### config.mk
export PLATFORM = sky130hd
export DESIGN_NAME = poid_regs
export DESIGN_NICKNAME = d
export VERILOG_FILES = /design/src/poid_shift_track.v /design/src/poid_regs.v
export VERILOG_INCLUDE_DIRS = /design/src
export SDC_FILE = /design/constraint.sdc
export NUM_CORES = 1
export LEC_CHECK = 0
export BUFFER_PORTS_ARGS = -buffer_cell sky130_fd_sc_hd__buf_2
export CORE_MARGIN = 2
export CORE_UTILIZATION = 51
export DETAILED_ROUTE_END_ITERATION = 10
export PLACE_DENSITY = 0.79
export SETUP_SLACK_MARGIN = 0.4
export SYNTH_ARGS = -nofsm -noshare
export SYNTH_HDL_FRONTEND = slang
export SYNTH_HIERARCHICAL = 1
export SYNTH_SLANG_ARGS = --single-unit
### constraint.sdc
create_clock -name CLK_SYS_IN -period 3.95 [get_ports CLK_SYS_IN]
set_input_delay 0.395 -clock CLK_SYS_IN [delete_from_list [all_inputs] [get_ports CLK_SYS_IN]]
set_output_delay 0.395 -clock CLK_SYS_IN [all_outputs]
set_load 0.02 [all_outputs]
### src/poid_defs.vh
// Register offsets, field positions and reset values of the phase offset register bank
`ifndef POID_DEFS_VH
`define POID_DEFS_VH
// ==========================================================
// Register indexes; the byte address is the index times four
`define POID_IDX_UPPER      8'h06
`define POID_IDX_LOWER      8'h07
`define POID_IDX_IDENT      8'h0F
`define POID_ADDR_LSB       2
`define POID_ADDR_W         8
// ==========================================================
// Fields
`define POID_EN_BIT         3
`define POID_HI_MSB         2
`define POID_HI_W           3
`define POID_WORD_W         11
`define POID_UPPER_MASK     8'h0F
`define POID_UPPER_RST      8'h00
`define POID_LOWER_RST      8'h00
`define POID_WORD_RST       11'h000
// ==========================================================
// Bus answers and timing
`define POID_RESP_OKAY      2'b00
`define POID_RESP_SLVERR    2'b10
`define POID_STEP_PS        61035
`define POID_CLK_PS         20000
`endif

### src/poid_shift_track.v
// Phase shift tracker: follows the programmed offset word one step at a time
`include "poid_defs.vh"
module poid_shift_track #(
  parameter W = `POID_WORD_W
) (
  input  wire         clk_in,
  input  wire         rstn_in,
  input  wire         enable_in,
  input  wire [W-1:0] target_in,
  output reg  [W-1:0] applied_out,
  output reg          advance_out,
  output reg          retard_out
);
  // ==========================================================
  // Stepper
  // Moves one step per cycle so the core never sees a jump even if software skips values
  wire [W-1:0] goal = enable_in ? target_in : {W{1'b0}};
  always @(posedge clk_in or negedge rstn_in) begin
    if (!rstn_in) begin
      applied_out <= `POID_WORD_RST;
      advance_out <= 1'b0;
      retard_out  <= 1'b0;
    end else begin
      advance_out <= goal > applied_out;
      retard_out  <= goal < applied_out;
      if (goal > applied_out) begin
        applied_out <= applied_out + {{(W-1){1'b0}}, 1'b1};
      end else if (goal < applied_out) begin
        applied_out <= applied_out - {{(W-1){1'b0}}, 1'b1};
      end
    end
  end
endmodule

### src/poid_regs.v
// AXI4-Lite register bank for the phase offset and identification registers
// What the document requires
// Offset is applied to the generated clocks only while the enable bit is one. Here it ramps back to zero, one step per cycle, after the bit clears.
// Offset word is upper bits 2..0 above the eight lower-register bits.
// Offset word is unsigned, 0 to 2047, no sign bit.
// Each unit increase advances affected clocks by 61.035 ns.
// Offset shifts all 16 MHz derived clocks and frame pulses.
// Host changes the offset one step per write, each value in turn.
// Decreasing writes delay the clocks one step per write.
// Host should avoid changing offset while network clocks run.
// Identification bits 7..4 return the fixed part code.
// Identification bits 3..0 return the revision, starting at zero.
// Upper reserved bits read zero; offset registers read back written values.
//
// Register access over AXI4-Lite is this design's own decision.
`include "poid_defs.vh"
module poid_regs #(
  parameter [3:0] PART_ID  = 4'h5,  // Arbitrary value
  parameter [3:0] REV_ID   = 4'h0,
  parameter       WORD_W   = `POID_WORD_W
) (
  input  wire              CLK_SYS_IN,
  input  wire              RSTN_IN,
  input  wire [7:0]        S_AXI_AWADDR_IN,
  input  wire              S_AXI_AWVALID_IN,
  output reg               S_AXI_AWREADY_OUT,
  input  wire [31:0]       S_AXI_WDATA_IN,
  input  wire [3:0]        S_AXI_WSTRB_IN,
  input  wire              S_AXI_WVALID_IN,
  output reg               S_AXI_WREADY_OUT,
  output reg  [1:0]        S_AXI_BRESP_OUT,
  output reg               S_AXI_BVALID_OUT,
  input  wire              S_AXI_BREADY_IN,
  input  wire [7:0]        S_AXI_ARADDR_IN,
  input  wire              S_AXI_ARVALID_IN,
  output reg               S_AXI_ARREADY_OUT,
  output reg  [31:0]       S_AXI_RDATA_OUT,
  output reg  [1:0]        S_AXI_RRESP_OUT,
  output reg               S_AXI_RVALID_OUT,
  input  wire              S_AXI_RREADY_IN,
  output reg               PHASE_SHIFT_ENABLE_OUT,
  output reg  [WORD_W-1:0] SHIFT_WORD_OUT,
  output reg  [WORD_W-1:0] APPLIED_SHIFT_OUT,
  output reg               SHIFT_ADVANCE_OUT,
  output reg               SHIFT_RETARD_OUT
);
  // ==========================================================
  // Registers
  reg [7:0]  upper_r;
  reg [7:0]  lower_r;
  reg        aw_have_r;
  reg [7:0]  aw_addr_r;
  reg        w_have_r;
  reg [31:0] w_data_r;
  reg        w_strb0_r;
  wire [WORD_W-1:0] applied;
  wire              adv;
  wire              ret;
  wire [WORD_W-1:0] word = {upper_r[`POID_HI_MSB:0], lower_r};
  wire [7:0] w_idx  = aw_addr_r >> `POID_ADDR_LSB;
  wire [7:0] r_idx  = S_AXI_ARADDR_IN >> `POID_ADDR_LSB;
  wire       do_wr  = aw_have_r && w_have_r && !S_AXI_BVALID_OUT;
  wire       w_ok   = (w_idx == `POID_IDX_UPPER) || (w_idx == `POID_IDX_LOWER);
  wire       do_rd  = S_AXI_ARVALID_IN && S_AXI_ARREADY_OUT;
  // ==========================================================
  // Write channel: address and data taken in either order
  always @(posedge CLK_SYS_IN or negedge RSTN_IN) begin
    if (!RSTN_IN) begin
      aw_have_r         <= 1'b0;
      aw_addr_r         <= 8'h00;
      w_have_r          <= 1'b0;
      w_data_r          <= 32'h00000000;
      w_strb0_r         <= 1'b0;
      S_AXI_AWREADY_OUT <= 1'b0;
      S_AXI_WREADY_OUT  <= 1'b0;
      S_AXI_BVALID_OUT  <= 1'b0;
      S_AXI_BRESP_OUT   <= `POID_RESP_OKAY;
      upper_r           <= `POID_UPPER_RST;
      lower_r           <= `POID_LOWER_RST;
    end else begin
      S_AXI_AWREADY_OUT <= !aw_have_r && !(S_AXI_AWVALID_IN && S_AXI_AWREADY_OUT);
      S_AXI_WREADY_OUT  <= !w_have_r && !(S_AXI_WVALID_IN && S_AXI_WREADY_OUT);
      if (S_AXI_AWVALID_IN && S_AXI_AWREADY_OUT) begin
        aw_have_r <= 1'b1;
        aw_addr_r <= S_AXI_AWADDR_IN;
      end
      if (S_AXI_WVALID_IN && S_AXI_WREADY_OUT) begin
        w_have_r  <= 1'b1;
        w_data_r  <= S_AXI_WDATA_IN;
        w_strb0_r <= S_AXI_WSTRB_IN[0];
      end
      if (do_wr) begin
        aw_have_r        <= 1'b0;
        w_have_r         <= 1'b0;
        S_AXI_BVALID_OUT <= 1'b1;
        S_AXI_BRESP_OUT  <= w_ok ? `POID_RESP_OKAY : `POID_RESP_SLVERR;
        if (w_strb0_r && w_idx == `POID_IDX_UPPER) begin
          upper_r <= w_data_r[7:0] & `POID_UPPER_MASK;
        end else if (w_strb0_r && w_idx == `POID_IDX_LOWER) begin
          lower_r <= w_data_r[7:0];
        end
      end else if (S_AXI_BVALID_OUT && S_AXI_BREADY_IN) begin
        S_AXI_BVALID_OUT <= 1'b0;
      end
    end
  end
  // ==========================================================
  // Read channel
  always @(posedge CLK_SYS_IN or negedge RSTN_IN) begin
    if (!RSTN_IN) begin
      S_AXI_ARREADY_OUT <= 1'b0;
      S_AXI_RVALID_OUT  <= 1'b0;
      S_AXI_RDATA_OUT   <= 32'h00000000;
      S_AXI_RRESP_OUT   <= `POID_RESP_OKAY;
    end else begin
      S_AXI_ARREADY_OUT <= !S_AXI_RVALID_OUT && !do_rd;
      if (do_rd) begin
        S_AXI_RVALID_OUT <= 1'b1;
        S_AXI_RRESP_OUT  <= `POID_RESP_OKAY;
        if (r_idx == `POID_IDX_UPPER) begin
          S_AXI_RDATA_OUT <= {24'h000000, upper_r};
        end else if (r_idx == `POID_IDX_LOWER) begin
          S_AXI_RDATA_OUT <= {24'h000000, lower_r};
        end else if (r_idx == `POID_IDX_IDENT) begin
          S_AXI_RDATA_OUT <= {24'h000000, PART_ID, REV_ID};
        end else begin
          S_AXI_RDATA_OUT <= 32'h00000000;
          S_AXI_RRESP_OUT <= `POID_RESP_SLVERR;
        end
      end else if (S_AXI_RVALID_OUT && S_AXI_RREADY_IN) begin
        S_AXI_RVALID_OUT <= 1'b0;
      end
    end
  end
  // ==========================================================
  // Shift control toward the core, which moves every 16 MHz derived output
  poid_shift_track #(
    .W (WORD_W)
  ) u_track (
    .clk_in    (CLK_SYS_IN),
    .rstn_in   (RSTN_IN),
    .enable_in (upper_r[`POID_EN_BIT]),
    .target_in (word),
    .applied_out (applied),
    .advance_out (adv),
    .retard_out  (ret)
  );
  always @(posedge CLK_SYS_IN or negedge RSTN_IN) begin
    if (!RSTN_IN) begin
      PHASE_SHIFT_ENABLE_OUT <= 1'b0;
      SHIFT_WORD_OUT         <= `POID_WORD_RST;
      APPLIED_SHIFT_OUT      <= `POID_WORD_RST;
      SHIFT_ADVANCE_OUT      <= 1'b0;
      SHIFT_RETARD_OUT       <= 1'b0;
    end else begin
      PHASE_SHIFT_ENABLE_OUT <= upper_r[`POID_EN_BIT];
      SHIFT_WORD_OUT         <= word;
      APPLIED_SHIFT_OUT      <= applied;
      SHIFT_ADVANCE_OUT      <= adv;
      SHIFT_RETARD_OUT       <= ret;
    end
  end
endmodule

==> results of run 1 <==
[cell type report]
type / count / area share [%]
tap: 99 / 2.61
inverter: 15 / 1.26
sequential: 82 / 43.3
multi-input combinational: 219 / 38.2
clock buffer: 9 / 2.61
timing repair buffer: 80 / 9.33
clock inverter: 7 / 2.69
[worst min-delay path by stage]
stage | to | slack [ns] | start | cells after the start
6_report | S_AXI_AWREADY_OUT | 0.18 | RSTN_IN | 1
3_5_place_dp | SHIFT_ADVANCE_OUT | 0.34 | u_track/advance_out | 0
2_1_floorplan | APPLIED_SHIFT_OUT[0] | 0.1 | RSTN_IN | 0
4_1_cts | S_AXI_BVALID_OUT | 0.20 | S_AXI_BREADY_IN | 2
5_1_grt | S_AXI_BVALID_OUT | 0.21 | S_AXI_BREADY_IN | 2
3_3_place_gp | SHIFT_ADVANCE_OUT | 0.34 | u_track/advance_out | 0
[metrics by stage]
stage | setup slack, ns | total power [mW] | utilization [%]
after floorplan | 0.559 | 2.26 | -
after global placement | 0.290 | 2.53 | 57.4
after detailed placement | 0.192 | 2.58 | 57.4
after CTS | 0.403 | 3.36 | 61.1
after global routing | 0.268 | 3.75 | 64.8
final | 0.469 | 3.53 | 64.8
[logic make-up after synthesis]
kind of cell    share of synthesized area, %
buf+inv                                 8.13
flops                                   52.5
fa+ha+maj                               6.91
compound gates                          9.34
simple gates                            10.9
xor+xnor                                1.34
mux                                     10.8
other cells                           0.0959
[sequential cells by signal, summed over array words and instances (netlist names), 4 cells and up]
register             count
APPLIED_SHIFT_OUT       11
w_data_r                 8
aw_addr_r                6
SHIFT_WORD_OUT          11
S_AXI_RDATA_OUT          8
lower_r                  8
upper_r                  4
u_track/applied_out     11
[critical path, stage by stage (launching register included)]
cell and delay (ns):
dfrtp_2 0.47, and2_1 0.19, ha_4 0.28, a21oi_1 0.07
o21a_1 0.18, o22ai_2 0.23, o21ba_4 0.21, clkinvlp_4 0.19
fa_2 0.45, a21oi_4 0.20, nor3b_4 0.07, o21ai_2 0.18
mux2i_1 0.23, o221ai_1 0.13, mux2_4 0.28
[power groups by stage]
stage	Combinational [mW]	Clock (mW)	Sequential (mW)
floorplan	0.784	0	1.48
global placement	1.15	0	1.38
detailed placement	1.19	0	1.39
CTS	1.21	0.770	1.38
global route	1.52	0.803	1.43
finish	1.39	0.756	1.39
[per-layer routing]
layer / track usage [%] / vias up / part of all wire (%)
li1: - / 1242 / -
met1: 23.4 / 1259 / 44
met2: 26.5 / 91 / 47
met3: 5.23 / 17 / 7.0
met4: 7.58 / 0 / 2.2
met5: 0 / - / 0
[synthesized netlist by cell type (2+ instances only)]
| library cell | number |
|---|---|
| dfrtp_1 | 82 |
| buf_4 | 27 |
| nand2_1 | 25 |
| ha_1 | 20 |
| mux2_2 | 19 |
| a21oi_1 | 15 |
| inv_1 | 15 |
| nor2_1 | 12 |
| o21ai_0 | 11 |
| and2_1 | 10 |
| mux2_4 | 10 |
| o31ai_1 | 9 |
| mux2i_1 | 6 |
| nand3_1 | 5 |
| nor2b_1 | 4 |
| xnor2_1 | 4 |
| a211oi_1 | 3 |
| a21o_1 | 3 |
| clkbuf_1 | 3 |
| o21ai_2 | 3 |
| and3_1 | 2 |
| buf_6 | 2 |
| nand2b_1 | 2 |
| nand3b_1 | 2 |
| o211ai_1 | 2 |
| o21ba_2 | 2 |
| xor2_1 | 2 |
[timing repair]
item | 4_1_cts | 5_1_grt
buffers inserted | 1 | 12
setup endpoints to repair | 4 | 6
gates cloned | 0 | 0
gates resized for setup | 4 | 35
pin swaps | 1 | 12
==> results by group, run 1 <==
Timing
  • Final Hold Viols: 0
  • Tmin final: 3.48 ns
  • Worst Tran Pin Value: 0.969 ns
  • Max Freq: 0.287 GHz
  • Clock Skews: 0.0161 ns
  • RSZ-0062 raised after global routing: yes
  • Setup TNS: 0 ns
  • Final period util: 88.1%
  • Slew HR: a little over a third
  • Hold slack: 0.178 ns
  • Final setup fails: 0
  • Slew Limit Fails: 0

Synthesis
  • Post-synth EDFFs: 0
  • Share of the synthesized area in the top cell type: 52.5%
  • Async set-reset flop share out of synthesis: 100%
  • Netlist cell types: 52
  • Yosys top cell by area: dfrtp_1
  • Synthesized cell area: 3910 um^2
  • Mapped Cells: ~330
  • Synth Flop Type: dfrtp_1
  • #FFs+latches synth: 82
  • Dominant cells by area after synthesis: dfrtp_1, ha_1, mux2_2
  • Sequential share of the synthesized area: a little over half
  • Synth warn: 6
  • Post-Syn Area per Cell: 12.0 um^2

Placement
  • Dpl cell area: 4210 um^2
  • IO buf count: 67
  • Global placer's final weighted congestion: 0.810
  • Dpl hpwl: 5.04 mm
  • DP Cell Count: 482

Floorplan
  • Die H: ~92 um
  • DIE AREA: 8390 um^2
  • Initial core utilization: between 50% and 60%
  • Row count: 31
  • Core box area: approximately 7300 um^2
  • Die width: roughly 92 um
  • IO Count: between 100 and 150

CTS
  • Sink Count: 82
  • Post-CTS Hold Fix Bufs: 0
  • Clock transition at the registers of the reported paths: 0.09 ns
  • CTS tree: done
  • H-Tree Depth: 3
  • Clock tree root buffer cell: clkbuf_8
  • Clock latency on the worst-skew pair: 0.37 ns
  • Bufs on Longest Clock Path: 2
  • CTS Buf Count: 9

Power and ir drop
  • Maximum vdd drop: 0.384 mV
  • Int Pwr: 2.24 mW
  • Combinational group share of total power: approximately two fifths
  • Pwr Density: 743 nW/um^2
  • Register share of total power: 39.3%
  • Sw power: 1.29 mW
  • Clock Power Share: 21.4%
  • Leakage: ~2.3 nW
  • Sw frac: a little over a third

Worst setup path
  • WP data required: 4.20 ns
  • Critical path peak fanout: 8
  • Worst r2r dst: u_track/applied_out[8]
  • R2R setup slack: about 0.47 ns
  • CP startpoint kind: flip-flop
  • Critical Path Start: upper_r[3]
  • WP data arrival: between 3 and 4 ns
  • Worst Setup EP: u_track/applied_out[8]
  • Crit end category: flip-flop
  • Critical path class: reg -> reg
  • Worst R2R Path Depth: 14
  • Reg-to-reg startpoint: upper_r[3]

Cells and area
  • Filler cell count: 589
  • Layout area overhead: 21.4%
  • Multi-input logic area: 1820 um^2
  • Most common cell after layout, fill and taps aside: dfrtp_1
  • Post-route insts no fill: between 500 and 600
  • Design area: 4750 um^2
  • Nets: approximately 490
  • Share of cells above drive strength 1: between 30% and 40%
  • Diodes inserted: 0
  • Most frequent cells in the layout: dfrtp_1, buf_2, conb_1
  • FF/Latch Area: 2060 um^2

Route
  • DRT Wirelength: 7.54 mm
  • Final ANT Viol Nets: 0
  • Residual DRC: 0
  • DRT iter0 DRCs: 126
  • Routed via count: 2609
  • WL/cell: 14.7 um
  • Drt pass-1 iters: 4
  • DR vias/cell: 5.11

Worst hold path
  • Worst Hold Class: in -> async

Run
  • Max-Cap Viols: 0

Global route
  • Vias in the first global route: 2455
  • Initial antenna violation count: 0
  • Gr ovfl total: 0
  • Largest net degree at the start of global routing: 83
  • First-pass GRT wire length: 11.5 mm
  • Total Routing Usage GR: 17.5%

Status
  • Outcome: completed
No activity file was read; power rests on OpenSTA's default activity.
==> inputs of run 2 (changes only) <==
--- a/config.mk
+++ b/config.mk
@@ -8,11 +8,10 @@
 export LEC_CHECK = 0
 export BUFFER_PORTS_ARGS = -buffer_cell sky130_fd_sc_hd__buf_2
 export CORE_MARGIN = 2
-export CORE_UTILIZATION = 51
+export CORE_UTILIZATION = 50
 export DETAILED_ROUTE_END_ITERATION = 10
-export PLACE_DENSITY = 0.79
+export PLACE_DENSITY = 0.78
 export SETUP_SLACK_MARGIN = 0.4
 export SYNTH_ARGS = -nofsm -noshare
 export SYNTH_HDL_FRONTEND = slang
-export SYNTH_HIERARCHICAL = 1
 export SYNTH_SLANG_ARGS = --single-unit
==> run 2 against run 1 <==
  * Flip-flop and latch count did not move
  * Clock power decreased by 16%
  * Non-clock buffer count down 8
  * Register-to-register slack got worse by 0.04 ns
  * Setup slack worse by 0.043 ns
  * Critical path depth stayed put
  * Via count is 2.9% lower
  * Critical endpoint is now u_track.applied_out[8]
  * Largest cell class unchanged
  * Highest routed layer unchanged
==> results by group, run 2 <==
Status
  • Outcome: completed (unchanged)

Timing
  • Setup TNS: 0 ns (unchanged)
  • Final Hold Viols: 0 (unchanged)
  • RSZ-0062 raised after global routing: yes (unchanged)
  • Tmin final: 3.52 ns (was 3.48 ns)
  • Slew Limit Fails: 0 (unchanged)
  • Worst Tran Pin Value: 0.964 ns (was 0.969 ns)
  • Final setup fails: 0 (unchanged)
  • Final period util: 89.2% (was 88.1%)
  • Clock Skews: 0.00811 ns (was 0.0161 ns)
  • Slew HR: 35.7% (was 35.4%)
  • Max Freq: 0.284 GHz (was 0.287 GHz)

Synthesis
  • Synth warn: 0 (was 6)
  • Synth Flop Type: dfrtp_1 (unchanged)
  • Top post-synthesis cells by count: dfrtp_1, buf_4, mux2_2, nand2_1, ha_1 (was dfrtp_1, buf_4, nand2_1)
  • Synthesized cell area: 3780 um^2 (was 3910 um^2)
  • Async set-reset flop share out of synthesis: 100% (unchanged)
  • #FFs+latches synth: 82 (unchanged)
  • Dominant cells by area after synthesis: dfrtp_1, mux2_2, ha_1 (was dfrtp_1, ha_1, mux2_2)
  • Most frequent cell after synthesis: dfrtp_1 (unchanged)
  • Mapped Cells: 320 (was 325)
  • Post-synth EDFFs: 0 (unchanged)
  • Post-Syn Area per Cell: 11.8 um^2 (was 12.0 um^2)
  • Yosys top cell by area: dfrtp_1 (unchanged)
  • Share of the synthesized area in the top cell type: 54.3% (was 52.5%)
  • Netlist cell types: 49 (was 52)
  • Sequential share of the synthesized area: 54.3% (was 52.5%)

CTS
  • CTS Buf Count: 9 (unchanged)
  • Bufs on Longest Clock Path: 2 (unchanged)
  • CTS tree: done (unchanged)
  • H-Tree Depth: 3 (unchanged)
  • Clock latency on the worst-skew pair: 0.36 ns (was 0.37 ns)
  • Clock tree root buffer cell: clkbuf_8 (unchanged)
  • Clock transition at the registers of the reported paths: 0.09 ns (about the same)
  • Sink Count: 82 (unchanged)

Cells and area
  • Nets: 476 (was 487)
  • Most frequent cells in the layout: dfrtp_1, buf_2, mux2_2 (was dfrtp_1, buf_2, conb_1)
  • Post-route insts no fill: 500 (was 511)
  • Layout area overhead: 18.7% (was 21.4%)
  • Diodes inserted: 0 (unchanged)
  • Most common cell after layout, fill and taps aside: dfrtp_1 (unchanged)
  • Multi-input logic area: 1660 um^2 (was 1820 um^2)
  • Biggest regs: APPLIED_SHIFT_OUT x11, SHIFT_WORD_OUT x11, u_track.applied_out x11 (was APPLIED_SHIFT_OUT x11, SHIFT_WORD_OUT x11, u_track/applied_out x11)
  • Share of cells above drive strength 1: 35.9% (was 38.6%)
  • FF/Latch Area: 2050 um^2 (was 2060 um^2)
  • Filler cell count: 609 (was 589)

Global route
  • Gr ovfl total: 0 (unchanged)
  • Total Routing Usage GR: 17.4% (was 17.5%)
  • First-pass GRT wire length: 11.2 mm (was 11.5 mm)
  • Vias in the first global route: 2409 (was 2455)
  • Largest net degree at the start of global routing: 83 (unchanged)
  • Initial antenna violation count: 0 (unchanged)

Power and ir drop
  • Pwr Density: 734 nW/um^2 (was 743 nW/um^2)
  • Maximum vdd drop: 0.346 mV (was 0.384 mV)
  • Leakage: 2.25 nW (was 2.31 nW)

Route
  • DRT iter0 DRCs: 138 (was 126)
  • Final ANT Viol Nets: 0 (unchanged)
  • WL/cell: 14.8 um (was 14.7 um)
  • DR vias/cell: 5.07 (was 5.11)
  • DRT Wirelength: 7.41 mm (was 7.54 mm)
  • Routed via count: 2534 (was 2609)
  • Drt pass-1 iters: 4 (unchanged)
  • Residual DRC: 0 (unchanged)

Floorplan
  • IO Count: 125 (unchanged)
  • Core box area: 7290 um^2 (was 7330 um^2)
  • Initial core utilization: 51.8% (was 53.4%)
  • Die H: 90.9 um (was 91.6 um)
  • DIE AREA: 8270 um^2 (was 8390 um^2)
  • Die width: 90.9 um (was 91.6 um)
  • Row count: 31 (unchanged)

Placement
  • DP Cell Count: 479 (was 482)
  • IO buf count: 67 (unchanged)
  • Global placer's final weighted congestion: 0.766 (was 0.810)
  • Dpl hpwl: 5.02 mm (was 5.04 mm)

Worst setup path
  • Critical path class: reg -> reg (unchanged)
  • Cell breakdown of the critical path: and2_4 > ha_1 > nand4_1 > nor3_4 > a21o_1 > o21ba_4 > clkinvlp_4 > fa_2 > a21oi_4 > nor3b_4 > o21ai_2 > mux2i_1 > o221ai_1 > mux2_4 (was and2_1 > ha_4 > a21oi_1 > o21a_1 > o22ai_2 > o21ba_4 > clkinvlp_4 > fa_2 > a21oi_4 > nor3b_4 > o21ai_2 > mux2i_1 > o221ai_1 > mux2_4)
  • R2R setup slack: 0.43 ns (was 0.47 ns)
  • Critical path peak fanout: 8 (unchanged)
  • WP data required: 4.20 ns (about the same)
  • CP startpoint kind: flip-flop (unchanged)
  • Slowest cell on the critical path: dfrtp_2 (unchanged)
  • Crit end category: flip-flop (unchanged)
  • WP data arrival: 3.77 ns (was 3.73 ns)
  • Critical Path Max Stage Delay: 0.48 ns (was 0.47 ns)

Worst hold path
  • Worst Hold Class: in -> async (unchanged)

Run
  • Max-Cap Viols: 0 (unchanged)
run 2: through the flow:
stage	total power [mW]	utilization (%)	hold slack, ns	setup slack [ns]	instance area [um^2]
global route	3.49	61.5	0.204	0.280	4490
detailed placement	2.52	56.1	0.335	0.157	4090
CTS	3.17	59.4	0.196	0.402	4330
global placement	2.45	56.1	0.335	0.286	4090
floorplan	2.20	-	0.0994	0.541	3870
finish	3.30	61.5	0.182	0.426	4490
run 2: final cells by class:
cell class	count	area share [%]
multi-input combinational	217	37.0
timing repair buffer	72	8.53
tap	99	2.76
clock inverter	6	1.62
clock buffer	10	3.07
sequential	82	45.7
inverter	14	1.25
run 2: worst paths after layout:
path / endpoint / cells after the start / from
worst max-delay path: u_track.applied_out[8] / 14 / upper_r[3]
worst min-delay path: SHIFT_WORD_OUT[5] / 1 / RSTN_IN
worst max register to register: u_track.applied_out[8] / 14 / upper_r[3]
worst min register to register: SHIFT_ADVANCE_OUT / 0 / u_track.advance_out
max in group asynchronous: upper_r[3] / 1 / RSTN_IN
min in group CLK_SYS_IN: S_AXI_BVALID_OUT / 2 / S_AXI_BREADY_IN
run 2: timing repair:
action	4_1_cts	5_1_grt
hold buffers	0	0
setup buffers	2	3
pin swaps	0	10
gates resized for setup	5	28
endpoints found under the setup margin	3	5
run 2: critical path, delay by kind of cell (launching register included):
kind	cells	cell delay, ns
AO/OA/AOI/OAI	5	0.85
adder cells (fa/ha/maj)	2	0.75
AND/OR/NAND/NOR	4	0.62
flip-flops	1	0.48
multiplexers	2	0.48
buffers and inverters	1	0.22
run 2: routing by layer:
| metal | vias to the layer above | routed length [um] | share of wire (%) | track usage, % |
|---|---|---|---|---|
| met2 | 82 | 3680 | 50 | 27.9 |
| met5 | - | 0 | 0 | 0 |
| met1 | 1229 | 3190 | 43 | 22.5 |
| met3 | 16 | 379 | 5.1 | 3.57 |
| li1 | 1207 | - | - | - |
| met4 | 0 | 167 | 2.3 | 8.84 |
run 2: kinds of logic (layout without fill, tap and decap cells):
logic type | count (synthesis) | in the layout | share of synthesized area [%]
adders and majority gates | 21 | 21 | 7.15
buffers and inverters | 46 | 102 | 7.91
AOI/OAI and AO/OA | 54 | 54 | 9.17
xor gates and xnor gates | 6 | 6 | 1.39
muxes | 32 | 32 | 9.63
DFF | 82 | 82 | 54.3
other | 1 | 26 | 0.0992
and+or+nand+nor | 78 | 78 | 10.4
run 2: power breakdown:
group          switching (mW)  internal (mW)
logic                   0.717          0.575
registers               0.227           1.14
clock network           0.316          0.318
total                    1.26           2.04
